===== config.mk =====
export PLATFORM = sky130hd
export DESIGN_NAME = cmd_link_fault_resync
export DESIGN_NICKNAME = d
export VERILOG_FILES = /design/src/inc/cmd_link_pkg.sv /design/src/logic/hs_timeout_timer.sv /design/src/logic/cmd_link_fault_resync.sv
export VERILOG_INCLUDE_DIRS = /design/src /design/src/inc
export SDC_FILE = /design/constraint.sdc
export NUM_CORES = 1
export LEC_CHECK = 0
export BUFFER_PORTS_ARGS = -buffer_cell sky130_fd_sc_hd__buf_2
export CELL_PAD_IN_SITES_DETAIL_PLACEMENT = 0
export CELL_PAD_IN_SITES_GLOBAL_PLACEMENT = 1
export CORE_MARGIN = 5
export CORE_UTILIZATION = 46
export DETAILED_ROUTE_END_ITERATION = 7
export PLACE_DENSITY_LB_ADDON = 0.1
export SYNTH_ARGS = -nofsm -noshare
export SYNTH_HDL_FRONTEND = slang
export SYNTH_HIERARCHICAL = 1
export SYNTH_SLANG_ARGS = --single-unit

===== constraint.sdc =====
create_clock -name core_clk -period 3.6 [get_ports core_clk]
set_clock_uncertainty 0.05 [all_clocks]
set_input_delay 0.36 -clock core_clk [delete_from_list [all_inputs] [get_ports core_clk]]
set_output_delay 0.36 -clock core_clk [all_outputs]
set_load 0.005 [all_outputs]

===== src/inc/cmd_link_defines.svh =====
/*
  Constants for the drive-side serial command link fault handler: word layout
  and handshake timeout figures. Assumes a 10 MHz core clock.
*/
// Functional notes
// either side missing a handshake edge for 10 ms is an interface fault.
// an interface fault may cut a word short; the partial word is dropped.
// parity is checked only once all 17 bits of a word have moved.
// even bit errors may decode as invalid commands; reported as a command fault.
// fault with attention low: raise attention first, then command complete.
// command complete only after attention is up and controller dropped its request.
// after command complete the next handshaked bit starts a new command word.
// fault with attention already high: withhold the answer to the next request.
// controller abandons the transfer on an interface fault and awaits complete.
// controller drops request on attention and waits for command complete.
// after such a fault every request is ignored until command complete.
// the drive times the controller from the leading edge of its acknowledge.
// next request must come within 10 ms of acknowledge trailing edge.
// controller requests the first response bit after the command parity bit.
// controller watches attention and command complete to resynchronize.
// muted fault: no request for 10 ms after acknowledge fall gives complete.
// a response-bit request in that window is not answered.
// further requests within 10 ms of the previous one are also ignored.
// controller sends no response request for a command without response.
// complete drops on the first command bit, rises when execution ends.
// controller requests status, resets attention, then resends the command.
// 16 data bits then one parity bit, odd count of ones over 17.
// timeouts come from a counter on the core clock, restarted at each edge.
`ifndef CMD_LINK_DEFINES_SVH
`define CMD_LINK_DEFINES_SVH

`define CL_DATA_BITS    16
`define CL_WORD_BITS    17
`define CL_CNT_BITS     5
`define CL_TMO_MS       10
`define CL_CLK_KHZ      10000
`define CL_TMO_CYCLES   (`CL_TMO_MS * `CL_CLK_KHZ)
`define CL_TMR_BITS     17

`endif


===== src/inc/cmd_link_pkg.sv =====
/*
  Types for the drive-side command link fault handler.
  Assumes nothing beyond the defines header for widths.
*/
package cmd_link_pkg;

  // link sequencing states
  typedef enum logic [3:0] {
    ST_IDLE,
    ST_RX_ACK,
    ST_RX_GAP,
    ST_EXEC,
    ST_TX_GAP,
    ST_TX_ACK,
    ST_FAULT_ATTN,
    ST_FAULT_MUTE
  } link_state_e;

  // kind of communication fault last seen
  typedef enum logic [1:0] {
    FK_NONE,
    FK_IFACE,
    FK_PARITY,
    FK_COMMAND
  } fault_kind_e;

endpackage


===== src/logic/hs_timeout_timer.sv =====
/*
  Handshake timeout counter. Restarts on a pulse and flags expiry once the
  limit is reached. Assumes a single core clock and asynchronous low reset.
*/
`timescale 1ns/1ps
`include "cmd_link_defines.svh"

module hs_timeout_timer #(
  parameter int unsigned LIMIT = `CL_TMO_CYCLES
) (
  // clock and reset
  input  wire logic core_clk,
  input  wire logic rstn,
  // control
  input  wire logic restart,
  output logic      expired
);

  logic [`CL_TMR_BITS-1:0] cnt_reg;
  logic [`CL_TMR_BITS-1:0] cnt_next;
  localparam logic [`CL_TMR_BITS-1:0] LAST = `CL_TMR_BITS'(LIMIT - 1);

  // count up from each restart, saturate at the limit
  always_comb begin
    if (restart) begin
      cnt_next = '0;
    end else if (cnt_reg != LAST) begin
      cnt_next = cnt_reg + `CL_TMR_BITS'(1);
    end else begin
      cnt_next = cnt_reg;
    end
  end

  // counter register
  always_ff @(posedge core_clk or negedge rstn) begin
    if (!rstn) begin
      cnt_reg <= '0;
    end else begin
      cnt_reg <= cnt_next;
    end
  end

  assign expired = (cnt_reg == LAST);

endmodule // hs_timeout_timer


===== src/logic/cmd_link_fault_resync.sv =====
/*
  Drive-side serial command/status link with fault detection, termination and
  resynchronization. Receives 17-bit command words, returns 17-bit response
  words, and handles timeouts, parity faults and rejected commands.
  Assumes link inputs are synchronous to core_clk and that the command decoder
  and status logic sit on the user side.
  The timeout limit is a parameter so that a bench can shorten it; at the
  10 MHz core clock the default gives the 10 ms handshake limit.
  A muted fault rearms its quiet window on every request rise, so a controller
  that keeps pulsing requests will not see command complete until it stops.
  Only one word is held at a time; a cut word is dropped, never delivered.
*/
`timescale 1ns/1ps
`include "cmd_link_defines.svh"

module cmd_link_fault_resync #(
  parameter int unsigned TIMEOUT_CYCLES = `CL_TMO_CYCLES
) (
  // clock and reset
  input  wire logic                     core_clk,
  input  wire logic                     rstn,
  // serial link to controller
  input  wire logic                     xfer_req,
  input  wire logic                     cmd_data,
  output logic                          xfer_ack,
  output logic                          status_data,
  output logic                          attention,
  output logic                          cmd_complete,
  // command decoder side
  output logic [`CL_DATA_BITS-1:0]      cmd_word,
  output logic                          cmd_valid,
  input  wire logic                     cmd_reject,
  input  wire logic                     resp_load,
  input  wire logic [`CL_DATA_BITS-1:0] resp_word,
  input  wire logic                     exec_done,
  // attention control
  input  wire logic                     attn_other,
  input  wire logic                     attn_clear,
  // fault report
  output logic                          comm_fault,
  output cmd_link_pkg::fault_kind_e     fault_kind
);

  localparam logic [`CL_CNT_BITS-1:0] WORD_LEN = `CL_CNT_BITS'(`CL_WORD_BITS);

  // sequencing state and fault record
  cmd_link_pkg::link_state_e  state_reg;
  cmd_link_pkg::link_state_e  state_next;
  cmd_link_pkg::fault_kind_e  kind_reg;
  cmd_link_pkg::fault_kind_e  kind_next;
  // word shifting in and out
  logic [`CL_CNT_BITS-1:0]    bit_cnt_reg;
  logic [`CL_CNT_BITS-1:0]    bit_cnt_next;
  logic [`CL_WORD_BITS-1:0]   shift_reg;
  logic [`CL_WORD_BITS-1:0]   shift_next;
  logic [`CL_WORD_BITS-1:0]   tx_reg;
  logic [`CL_WORD_BITS-1:0]   tx_next;
  logic [`CL_DATA_BITS-1:0]   word_reg;
  logic [`CL_DATA_BITS-1:0]   word_next;
  // registered link and user outputs
  logic                       ack_reg;
  logic                       ack_next;
  logic                       sdata_reg;
  logic                       sdata_next;
  logic                       comm_attn_reg;
  logic                       comm_attn_next;
  logic                       attn_reg;
  logic                       attn_next;
  logic                       cc_reg;
  logic                       cc_next;
  // request edge detect and one-cycle strobes
  logic                       req_d_reg;
  logic                       valid_reg;
  logic                       valid_next;
  logic                       fault_reg;
  logic                       fault_next;
  // timer control and fault entry
  logic                       tmr_restart;
  logic                       tmr_expired;
  logic                       do_fault;
  cmd_link_pkg::fault_kind_e  fault_sel;
  logic                       req_rise;

  // timeout source for every handshake wait except the request drop awaited in ST_FAULT_ATTN
  hs_timeout_timer #(
    .LIMIT (TIMEOUT_CYCLES)
  ) u_timer (
    .core_clk (core_clk),
    .rstn     (rstn),
    .restart  (tmr_restart),
    .expired  (tmr_expired)
  );

  // request rise; the delay flop resets low like an idle pin, so no false edge
  assign req_rise = xfer_req & ~req_d_reg;

  // link sequencing and fault handling
  always_comb begin
    state_next     = state_reg;
    kind_next      = kind_reg;
    bit_cnt_next   = bit_cnt_reg;
    shift_next     = shift_reg;
    tx_next        = tx_reg;
    word_next      = word_reg;
    ack_next       = ack_reg;
    sdata_next     = sdata_reg;
    comm_attn_next = comm_attn_reg;
    cc_next        = cc_reg;
    valid_next     = 1'b0;
    fault_next     = 1'b0;
    tmr_restart    = 1'b0;
    do_fault       = 1'b0;
    fault_sel      = cmd_link_pkg::FK_NONE;
    unique case (state_reg)
      cmd_link_pkg::ST_IDLE: begin
        // first handshaked bit always opens a new command word
        if (xfer_req) begin
          cc_next      = 1'b0;
          shift_next   = {shift_reg[`CL_WORD_BITS-2:0], cmd_data};
          bit_cnt_next = `CL_CNT_BITS'(1);
          ack_next     = 1'b1;
          tmr_restart  = 1'b1;
          state_next   = cmd_link_pkg::ST_RX_ACK;
        end
      end

      cmd_link_pkg::ST_RX_ACK: begin
        // bit acknowledged; wait for the request to drop
        if (!xfer_req) begin
          ack_next    = 1'b0;
          tmr_restart = 1'b1;
          if (bit_cnt_reg == WORD_LEN) begin
            // parity judged only on the whole word
            if (^shift_reg) begin
              word_next  = shift_reg[`CL_WORD_BITS-1:1];
              valid_next = 1'b1;
              state_next = cmd_link_pkg::ST_EXEC;
            end else begin
              do_fault  = 1'b1;
              fault_sel = cmd_link_pkg::FK_PARITY;
            end
          end else begin
            state_next = cmd_link_pkg::ST_RX_GAP;
          end
        end else if (tmr_expired) begin
          do_fault  = 1'b1;
          fault_sel = cmd_link_pkg::FK_IFACE;
        end
      end

      cmd_link_pkg::ST_RX_GAP: begin
        // between bits; the next request shifts in the next bit
        if (xfer_req) begin
          shift_next   = {shift_reg[`CL_WORD_BITS-2:0], cmd_data};
          bit_cnt_next = bit_cnt_reg + `CL_CNT_BITS'(1);
          ack_next     = 1'b1;
          tmr_restart  = 1'b1;
          state_next   = cmd_link_pkg::ST_RX_ACK;
        end else if (tmr_expired) begin
          do_fault  = 1'b1;
          fault_sel = cmd_link_pkg::FK_IFACE;
        end
      end

      cmd_link_pkg::ST_EXEC: begin
        // decoder verdict, response or plain completion
        if (cmd_reject) begin
          do_fault  = 1'b1;
          fault_sel = cmd_link_pkg::FK_COMMAND;
        end else if (resp_load) begin
          tx_next      = {resp_word, ~^resp_word};
          bit_cnt_next = '0;
          tmr_restart  = 1'b1;
          state_next   = cmd_link_pkg::ST_TX_GAP;
        end else if (exec_done) begin
          cc_next    = 1'b1;
          state_next = cmd_link_pkg::ST_IDLE;
        end
      end

      cmd_link_pkg::ST_TX_GAP: begin
        // next response bit waits for its request
        if (xfer_req) begin
          sdata_next   = tx_reg[`CL_WORD_BITS-1];
          tx_next      = {tx_reg[`CL_WORD_BITS-2:0], 1'b0};
          bit_cnt_next = bit_cnt_reg + `CL_CNT_BITS'(1);
          ack_next     = 1'b1;
          tmr_restart  = 1'b1;
          state_next   = cmd_link_pkg::ST_TX_ACK;
        end else if (tmr_expired) begin
          do_fault  = 1'b1;
          fault_sel = cmd_link_pkg::FK_IFACE;
        end
      end

      cmd_link_pkg::ST_TX_ACK: begin
        // response bit stands on the line until the request drops
        if (!xfer_req) begin
          ack_next    = 1'b0;
          tmr_restart = 1'b1;
          if (bit_cnt_reg == WORD_LEN) begin
            cc_next    = 1'b1;
            state_next = cmd_link_pkg::ST_IDLE;
          end else begin
            state_next = cmd_link_pkg::ST_TX_GAP;
          end
        end else if (tmr_expired) begin
          do_fault  = 1'b1;
          fault_sel = cmd_link_pkg::FK_IFACE;
        end
      end

      cmd_link_pkg::ST_FAULT_ATTN: begin
        // attention is up; complete once the request has gone away
        if (!xfer_req && attn_reg) begin
          cc_next      = 1'b1;
          bit_cnt_next = '0;
          state_next   = cmd_link_pkg::ST_IDLE;
        end
      end

      cmd_link_pkg::ST_FAULT_MUTE: begin
        // requests go unanswered; each one rearms the quiet window
        if (req_rise) begin
          tmr_restart = 1'b1;
        end else if (tmr_expired && !xfer_req) begin
          cc_next      = 1'b1;
          bit_cnt_next = '0;
          state_next   = cmd_link_pkg::ST_IDLE;
        end
      end
      // unused state codes fall back to idle
      default: begin
        state_next = cmd_link_pkg::ST_IDLE;
      end
    endcase
    // common fault entry; the partial word is dropped
    if (do_fault) begin
      fault_next   = 1'b1;
      kind_next    = fault_sel;
      ack_next     = 1'b0;
      bit_cnt_next = '0;
      tmr_restart  = 1'b1;
      if (attn_reg) begin
        // attention already up: go quiet and let the controller time out
        state_next = cmd_link_pkg::ST_FAULT_MUTE;
      end else begin
        // attention low: raising it tells the controller to stop
        comm_attn_next = 1'b1;
        state_next     = cmd_link_pkg::ST_FAULT_ATTN;
      end
    end else if (attn_clear) begin
      comm_attn_next = 1'b0;
    end
    // attention is the comm fault flag or any other drive fault
    attn_next = comm_attn_next | attn_other;
  end

  // state registers
  always_ff @(posedge core_clk or negedge rstn) begin
    if (!rstn) begin
      state_reg     <= cmd_link_pkg::ST_IDLE;
      kind_reg      <= cmd_link_pkg::FK_NONE;
      bit_cnt_reg   <= '0;
      shift_reg     <= '0;
      tx_reg        <= '0;
      word_reg      <= '0;
      ack_reg       <= 1'b0;
      sdata_reg     <= 1'b0;
      comm_attn_reg <= 1'b0;
      attn_reg      <= 1'b0;
      cc_reg        <= 1'b1;
      req_d_reg     <= 1'b0;
      valid_reg     <= 1'b0;
      fault_reg     <= 1'b0;
    end else begin
      state_reg     <= state_next;
      kind_reg      <= kind_next;
      bit_cnt_reg   <= bit_cnt_next;
      shift_reg     <= shift_next;
      tx_reg        <= tx_next;
      word_reg      <= word_next;
      ack_reg       <= ack_next;
      sdata_reg     <= sdata_next;
      comm_attn_reg <= comm_attn_next;
      attn_reg      <= attn_next;
      cc_reg        <= cc_next;
      req_d_reg     <= xfer_req;
      valid_reg     <= valid_next;
      fault_reg     <= fault_next;
    end
  end

  // outputs straight from flops
  assign xfer_ack     = ack_reg;
  assign status_data  = sdata_reg;
  assign attention    = attn_reg;
  assign cmd_complete = cc_reg;
  assign cmd_word     = word_reg;
  assign cmd_valid    = valid_reg;
  assign comm_fault   = fault_reg;
  assign fault_kind   = kind_reg;

endmodule // cmd_link_fault_resync


==> results of run 1 <==
## cell type report
type | instances | area, sq um | share of cell area (%)
flip-flops and latches | 85 | 2130 | 43.8
multi-input cells | 282 | 2030 | 41.8
repair buffers | 54 | 288 | 5.92
well taps | 111 | 139 | 2.86
clock buffers | 9 | 124 | 2.55
clock inverters | 7 | 121 | 2.50
inverters | 6 | 25.0 | 0.515
## stage by stage
step | hold slack (ns) | utilization [%]
floorplan | 0.0144 | -
global placement | 0.414 | 50.6
detailed placement | 0.426 | 50.6
CTS | 0.156 | 53.3
global route | 0.158 | 53.3
finish | 0.133 | 53.3
## power by group through the flow
stage	logic [mW]	registers, mW	clock network [mW]
6_report	1.27	1.42	0.818
5_1_grt	1.43	1.46	0.885
4_1_cts	1.29	1.42	0.853
3_5_place_dp	1.29	1.44	0
3_3_place_gp	1.28	1.43	0
2_1_floorplan	1.07	1.34	0
## path summary, 6_finish.rpt
path,cells past startpoint,start,to
worst max-delay path,9,shift_reg[15],u_timer/cnt_reg[16]
worst min-delay path,1,rstn,u_timer/cnt_reg[15]
worst max register to register,9,shift_reg[15],u_timer/cnt_reg[16]
worst min register to register,2,tx_reg[10],tx_reg[10]
max in group asynchronous,1,rstn,shift_reg[8]
min in group core_clk,2,attn_other,attention
## logic make-up after synthesis
| kind of cell | count (synthesis) | synth area share, % |
|---|---|---|
| and+or+nand+nor | 125 | 15.8 |
| DFF | 85 | 50.1 |
| AOI/OAI and AO/OA | 61 | 8.43 |
| muxes | 54 | 14.1 |
| xor gates and xnor gates | 39 | 8.72 |
| buffers and inverters | 20 | 1.97 |
| adders and majority gates | 3 | 0.884 |
## worst max-delay path, delay by kind of cell (launching register included)
family | cells | cell delay, ns
buffers and inverters | 1 | 0.06
multiplexers | 1 | 0.24
XOR/XNOR | 3 | 0.82
flip-flops | 1 | 0.42
AND/OR/NAND/NOR | 4 | 1.52
## cell usage in the layout, fill, tap and decap left out, types with 7 or more instances in the layout
cell      synthesis  routed
buf_4             1       7
nor2_1           25      25
mux2_2           35      35
nand3_1          13      13
dfrtp_1          84      84
buf_2             2      47
xor2_1           10      10
a21oi_1          15      15
nand2_1          39      39
nor3_1            8       8
clkbuf_8          0       9
o21ai_0          29      29
xnor2_1          27      27
mux2i_1          18      18
## metal layers
| layer | vias up | routed length [um] | GRT usage (%) |
|---|---|---|---|
| li1 | 1481 | - | - |
| met1 | 1394 | 4050 | 21.8 |
| met2 | 48 | 3940 | 25.6 |
| met3 | 10 | 329 | 3.95 |
| met4 | 0 | 103 | 4.72 |
| met5 | - | 0 | 0 |
==> metrics.cfg, run 1 <==
[clock_tree]
cts-htree-levels=3
cts.repair.resized=0
clk_pin_slew_worst_paths_ns=0.09
clock-sinks=85
cts_buffers=9
hold_buffers=0
insertion_delay_ns=0.35
cts_setup_buffers=0
cts_tree=yes
cts_root_buffer=clkbuf_8
clock_path_buffers=2

[power]
switchingPower_mw=1.23
powerDensity_nw_per_um2=722
p_leak_nw=2.26
power_mw=3.51
pwr-share-seq_pct=40.4
irDropWorstVdd_mv=0.352
internal_power_mw=2.28
p_clk_share_pct=23.3
swShare_pct=35.0
power_frac_comb_pct=36.2

[placed_design]
place_ws_ns=0.420
port_buffers=48
place.detailed.hpwl_um=5850
place.gp.congestion=0.845
dp.cells=538
placedInstanceArea_sq_um=4610

[synth]
yosysMostFrequentCell=dfrtp_1
synth_fp_nets=415
seq_area_frac_synth_pct=50.1
synth_area_leaders=dfrtp_1 (50%), mux2_2 (9.3%), xnor2_1 (5.6%)
synth_top_area_share_pct=49.5
synth-seq-cells=85
synth_edf_count=0
synth_cell_types=56
postSynth.asyncResetShare_pct=100
syn_inst=387
yosys-top-cells-count=dfrtp_1 (84), nand2_1 (39), mux2_2 (35)
synth_ff_type=dfrtp_1
yosysTopAreaCell=dfrtp_1
synth_area_per_cell_sq_um=11.0
yosysWarnings=6
syn_area_sq_um=4250

[status]
outcome=completed

[timing]
max_slew_margin_pct=30.3
slew_viol_final=0
setup-tns-final_ns=0
setup_viol=0
rsz0062_at_grt=false
fmax_mhz=315
worstMarginPinSlew_ns=1.05
period_needed_ns=3.17
hold_violations=0
fin_ws_ns=0.426
fin_crit_sh_pct=88.2

[cells_and_area]
layoutNonFillerInstCount=554
syn_to_final_growth_pct=14.4
nFillCells=838
diodes=0
stdcell_area_sq_um=4860
layout-drive-gt1-share_pct=27.8
nets=466

[setup_path]
r2r_slack_ns=0.43
arrival_ns=3.42
crit_fanout=18
critPathKind=register to register
path_cells=xor2_1, xnor2_1, xnor3_2, mux2i_4, and2_4, inv_4, or4b_4, or4_1, nand2_1
cp-end-kind=register
slowest_stage=or4b_4
cpPeakStageDelay_ns=0.67
crit_required_ns=3.84
critPathLaunchType=register

[floorplan]
chipHeight_um=106
initial_core_util_pct=46.6
fp-row-count=35
fp.dieW_um=106
pin_count=49
core-area_sq_um=9110
die_area_sq_um=11200

[drt]
vias_per_cell=5.29
drc=0
wl_per_cell_um=15.2
ant_nets=0
drt_iter0_markers=63
first_pass_iters=4
drt_wl_total_um=8420
dr_total_vias=2933

[hold_path]
hp-class=input pin to asynchronous set/reset pin

[global_route]
grt.total_usage_pct=16.1
gr-total-overflow=0
grt_pass1_vias=3001
antenna_found_initial=0
grt_pass1_wl_um=14600
grt_max_degree=86

[run]
drv_cap=0

Power figures use the tool's default switching activity.
==> inputs of run 2 (changes only) <==
--- a/config.mk
+++ b/config.mk
@@ -9,6 +9,7 @@
 export BUFFER_PORTS_ARGS = -buffer_cell sky130_fd_sc_hd__buf_2
 export CELL_PAD_IN_SITES_DETAIL_PLACEMENT = 0
 export CELL_PAD_IN_SITES_GLOBAL_PLACEMENT = 1
+export CORE_ASPECT_RATIO = 1.2
 export CORE_MARGIN = 5
 export CORE_UTILIZATION = 46
 export DETAILED_ROUTE_END_ITERATION = 7
==> run 2 against run 1 <==
Against the previous run: sequential share of layout area grew 0.090 points; largest power group unchanged; sequential power is essentially flat; global-route usage shrank 0.32 points; clock power shrank 8.1%.
==> metrics.cfg, run 2 (synthesized netlist as in run 1, its figures left out) <==
[setup_path]
crit_fanout=18
critPathLaunchType=register
critical_path.startpoint=shift_reg[15]
crit_required_ns=3.84
r2r-start=shift_reg[15]
arrival_ns=3.41
cpPeakStageDelay_ns=0.67
critPathKind=register to register
crit_family=simple AND/OR/NAND/NOR gates
path_cells=xor2_1, xnor2_1, xnor3_2, mux2i_4, and2_4, inv_4, or4b_4, or4_1, nand2_1
slowest_stage=or4b_4
worst-path-buf-inv=1
cp-end-kind=register

[timing]
period_needed_ns=3.16
fin_ws_ns=0.437
rsz0062_at_grt=false
max_slew_margin_pct=30.6
setup-tns-final_ns=0
whs_ns=0.149
slew_viol_final=0
fin_crit_sh_pct=87.9
worstMarginPinSlew_ns=1.04
setup_viol=0
hold_violations=0
fmax_mhz=316

[cells_and_area]
layoutNonFillerInstCount=563
syn_to_final_growth_pct=14.2
stdcell_area_sq_um=4850
layout-drive-gt1-share_pct=27.8
final_common_cell=dfrtp_1
mostFrequentLayoutCells=dfrtp_1 (84), buf_2 (47), nand2_1 (39)
final_core_util_pct=53.7
nets=466
diodes=0

[power]
power_frac_comb_pct=36.9
irDropWorstVdd_mv=0.390
powerDensity_nw_per_um2=709
pwr-share-seq_pct=41.2
switchingPower_mw=1.22
power_mw=3.44
p_clk_share_pct=21.9
swShare_pct=35.4
internal_power_mw=2.22
p_leak_nw=2.25

[floorplan]
fp-row-count=38
initial_core_util_pct=47.0
die_area_sq_um=11300
pin_count=49
fp.dieW_um=97.7
chipHeight_um=115
core-area_sq_um=9030

[placed_design]
place_ws_ns=0.439
place.gp.congestion=0.793
dp.cells=547
place.detailed.hpwl_um=5910
placedInstanceArea_sq_um=4620
port_buffers=48

[clock_tree]
insertion_delay_ns=0.35
clk_pin_slew_worst_paths_ns=0.08
cts_buffers=9
clock-sinks=85
hold_buffers=0
cts_root_buffer=clkbuf_8
cts.repair.resized=0
cts_tree=yes
cts-htree-levels=3
clock_path_buffers=2
cts_setup_buffers=0

[drt]
dr_total_vias=2963
drt_iter0_markers=117
first_pass_iters=4
ant_nets=0
vias_per_cell=5.26
drt_wl_total_um=8460
drc=0
wl_per_cell_um=15.0

[run]
drv_cap=0

[global_route]
antenna_found_initial=0
use_met3_pct=2.73
grt-busiest-layer=met2
gr-total-overflow=0
grt_pass1_wl_um=14300
grt_util_met1_pct=20.6
grt_max_degree=86
grt.total_usage_pct=15.7
grt_pass1_vias=2926
grtUsageMet2_pct=26.1

[hold_path]
hp-class=input pin to asynchronous set/reset pin

[status]
outcome=completed

## run 2: final cells by class
class | count | area (sq um)
multi-input combinational | 282 | 2030
inverter | 6 | 25.0
clock inverter | 6 | 86.3
tap | 120 | 150
sequential | 85 | 2130
timing repair buffer | 54 | 288
fill | 847 | 4190
clock buffer | 10 | 138
## run 2: final timing paths
kind | end | slack (ns) | cells after the start
max in group asynchronous | shift_reg[16] | 2.71 | 1
worst max register to register | u_timer/cnt_reg[16] | 0.44 | 9
worst max-delay path | u_timer/cnt_reg[16] | 0.44 | 9
min in group core_clk | attention | 0.16 | 2
worst min register to register | tx_reg[8] | 0.44 | 2
worst min-delay path | u_timer/cnt_reg[9] | 0.15 | 1
## run 2: power groups by stage
| stage | Clock, mW | Sequential (mW) | Combinational [mW] |
|---|---|---|---|
| final | 0.752 | 1.42 | 1.27 |
| after CTS | 0.777 | 1.42 | 1.29 |
| after floorplan | 0 | 1.34 | 1.07 |
| after global routing | 0.820 | 1.46 | 1.40 |
| after detailed placement | 0 | 1.44 | 1.28 |
| after global placement | 0 | 1.43 | 1.27 |
## run 2: metal layers
metal / wire length [um] / vias up
li1: - / 1478
met1: 3870 / 1429
met2: 4150 / 46
met3: 315 / 10
met4: 120 / 0
met5: 0 / -
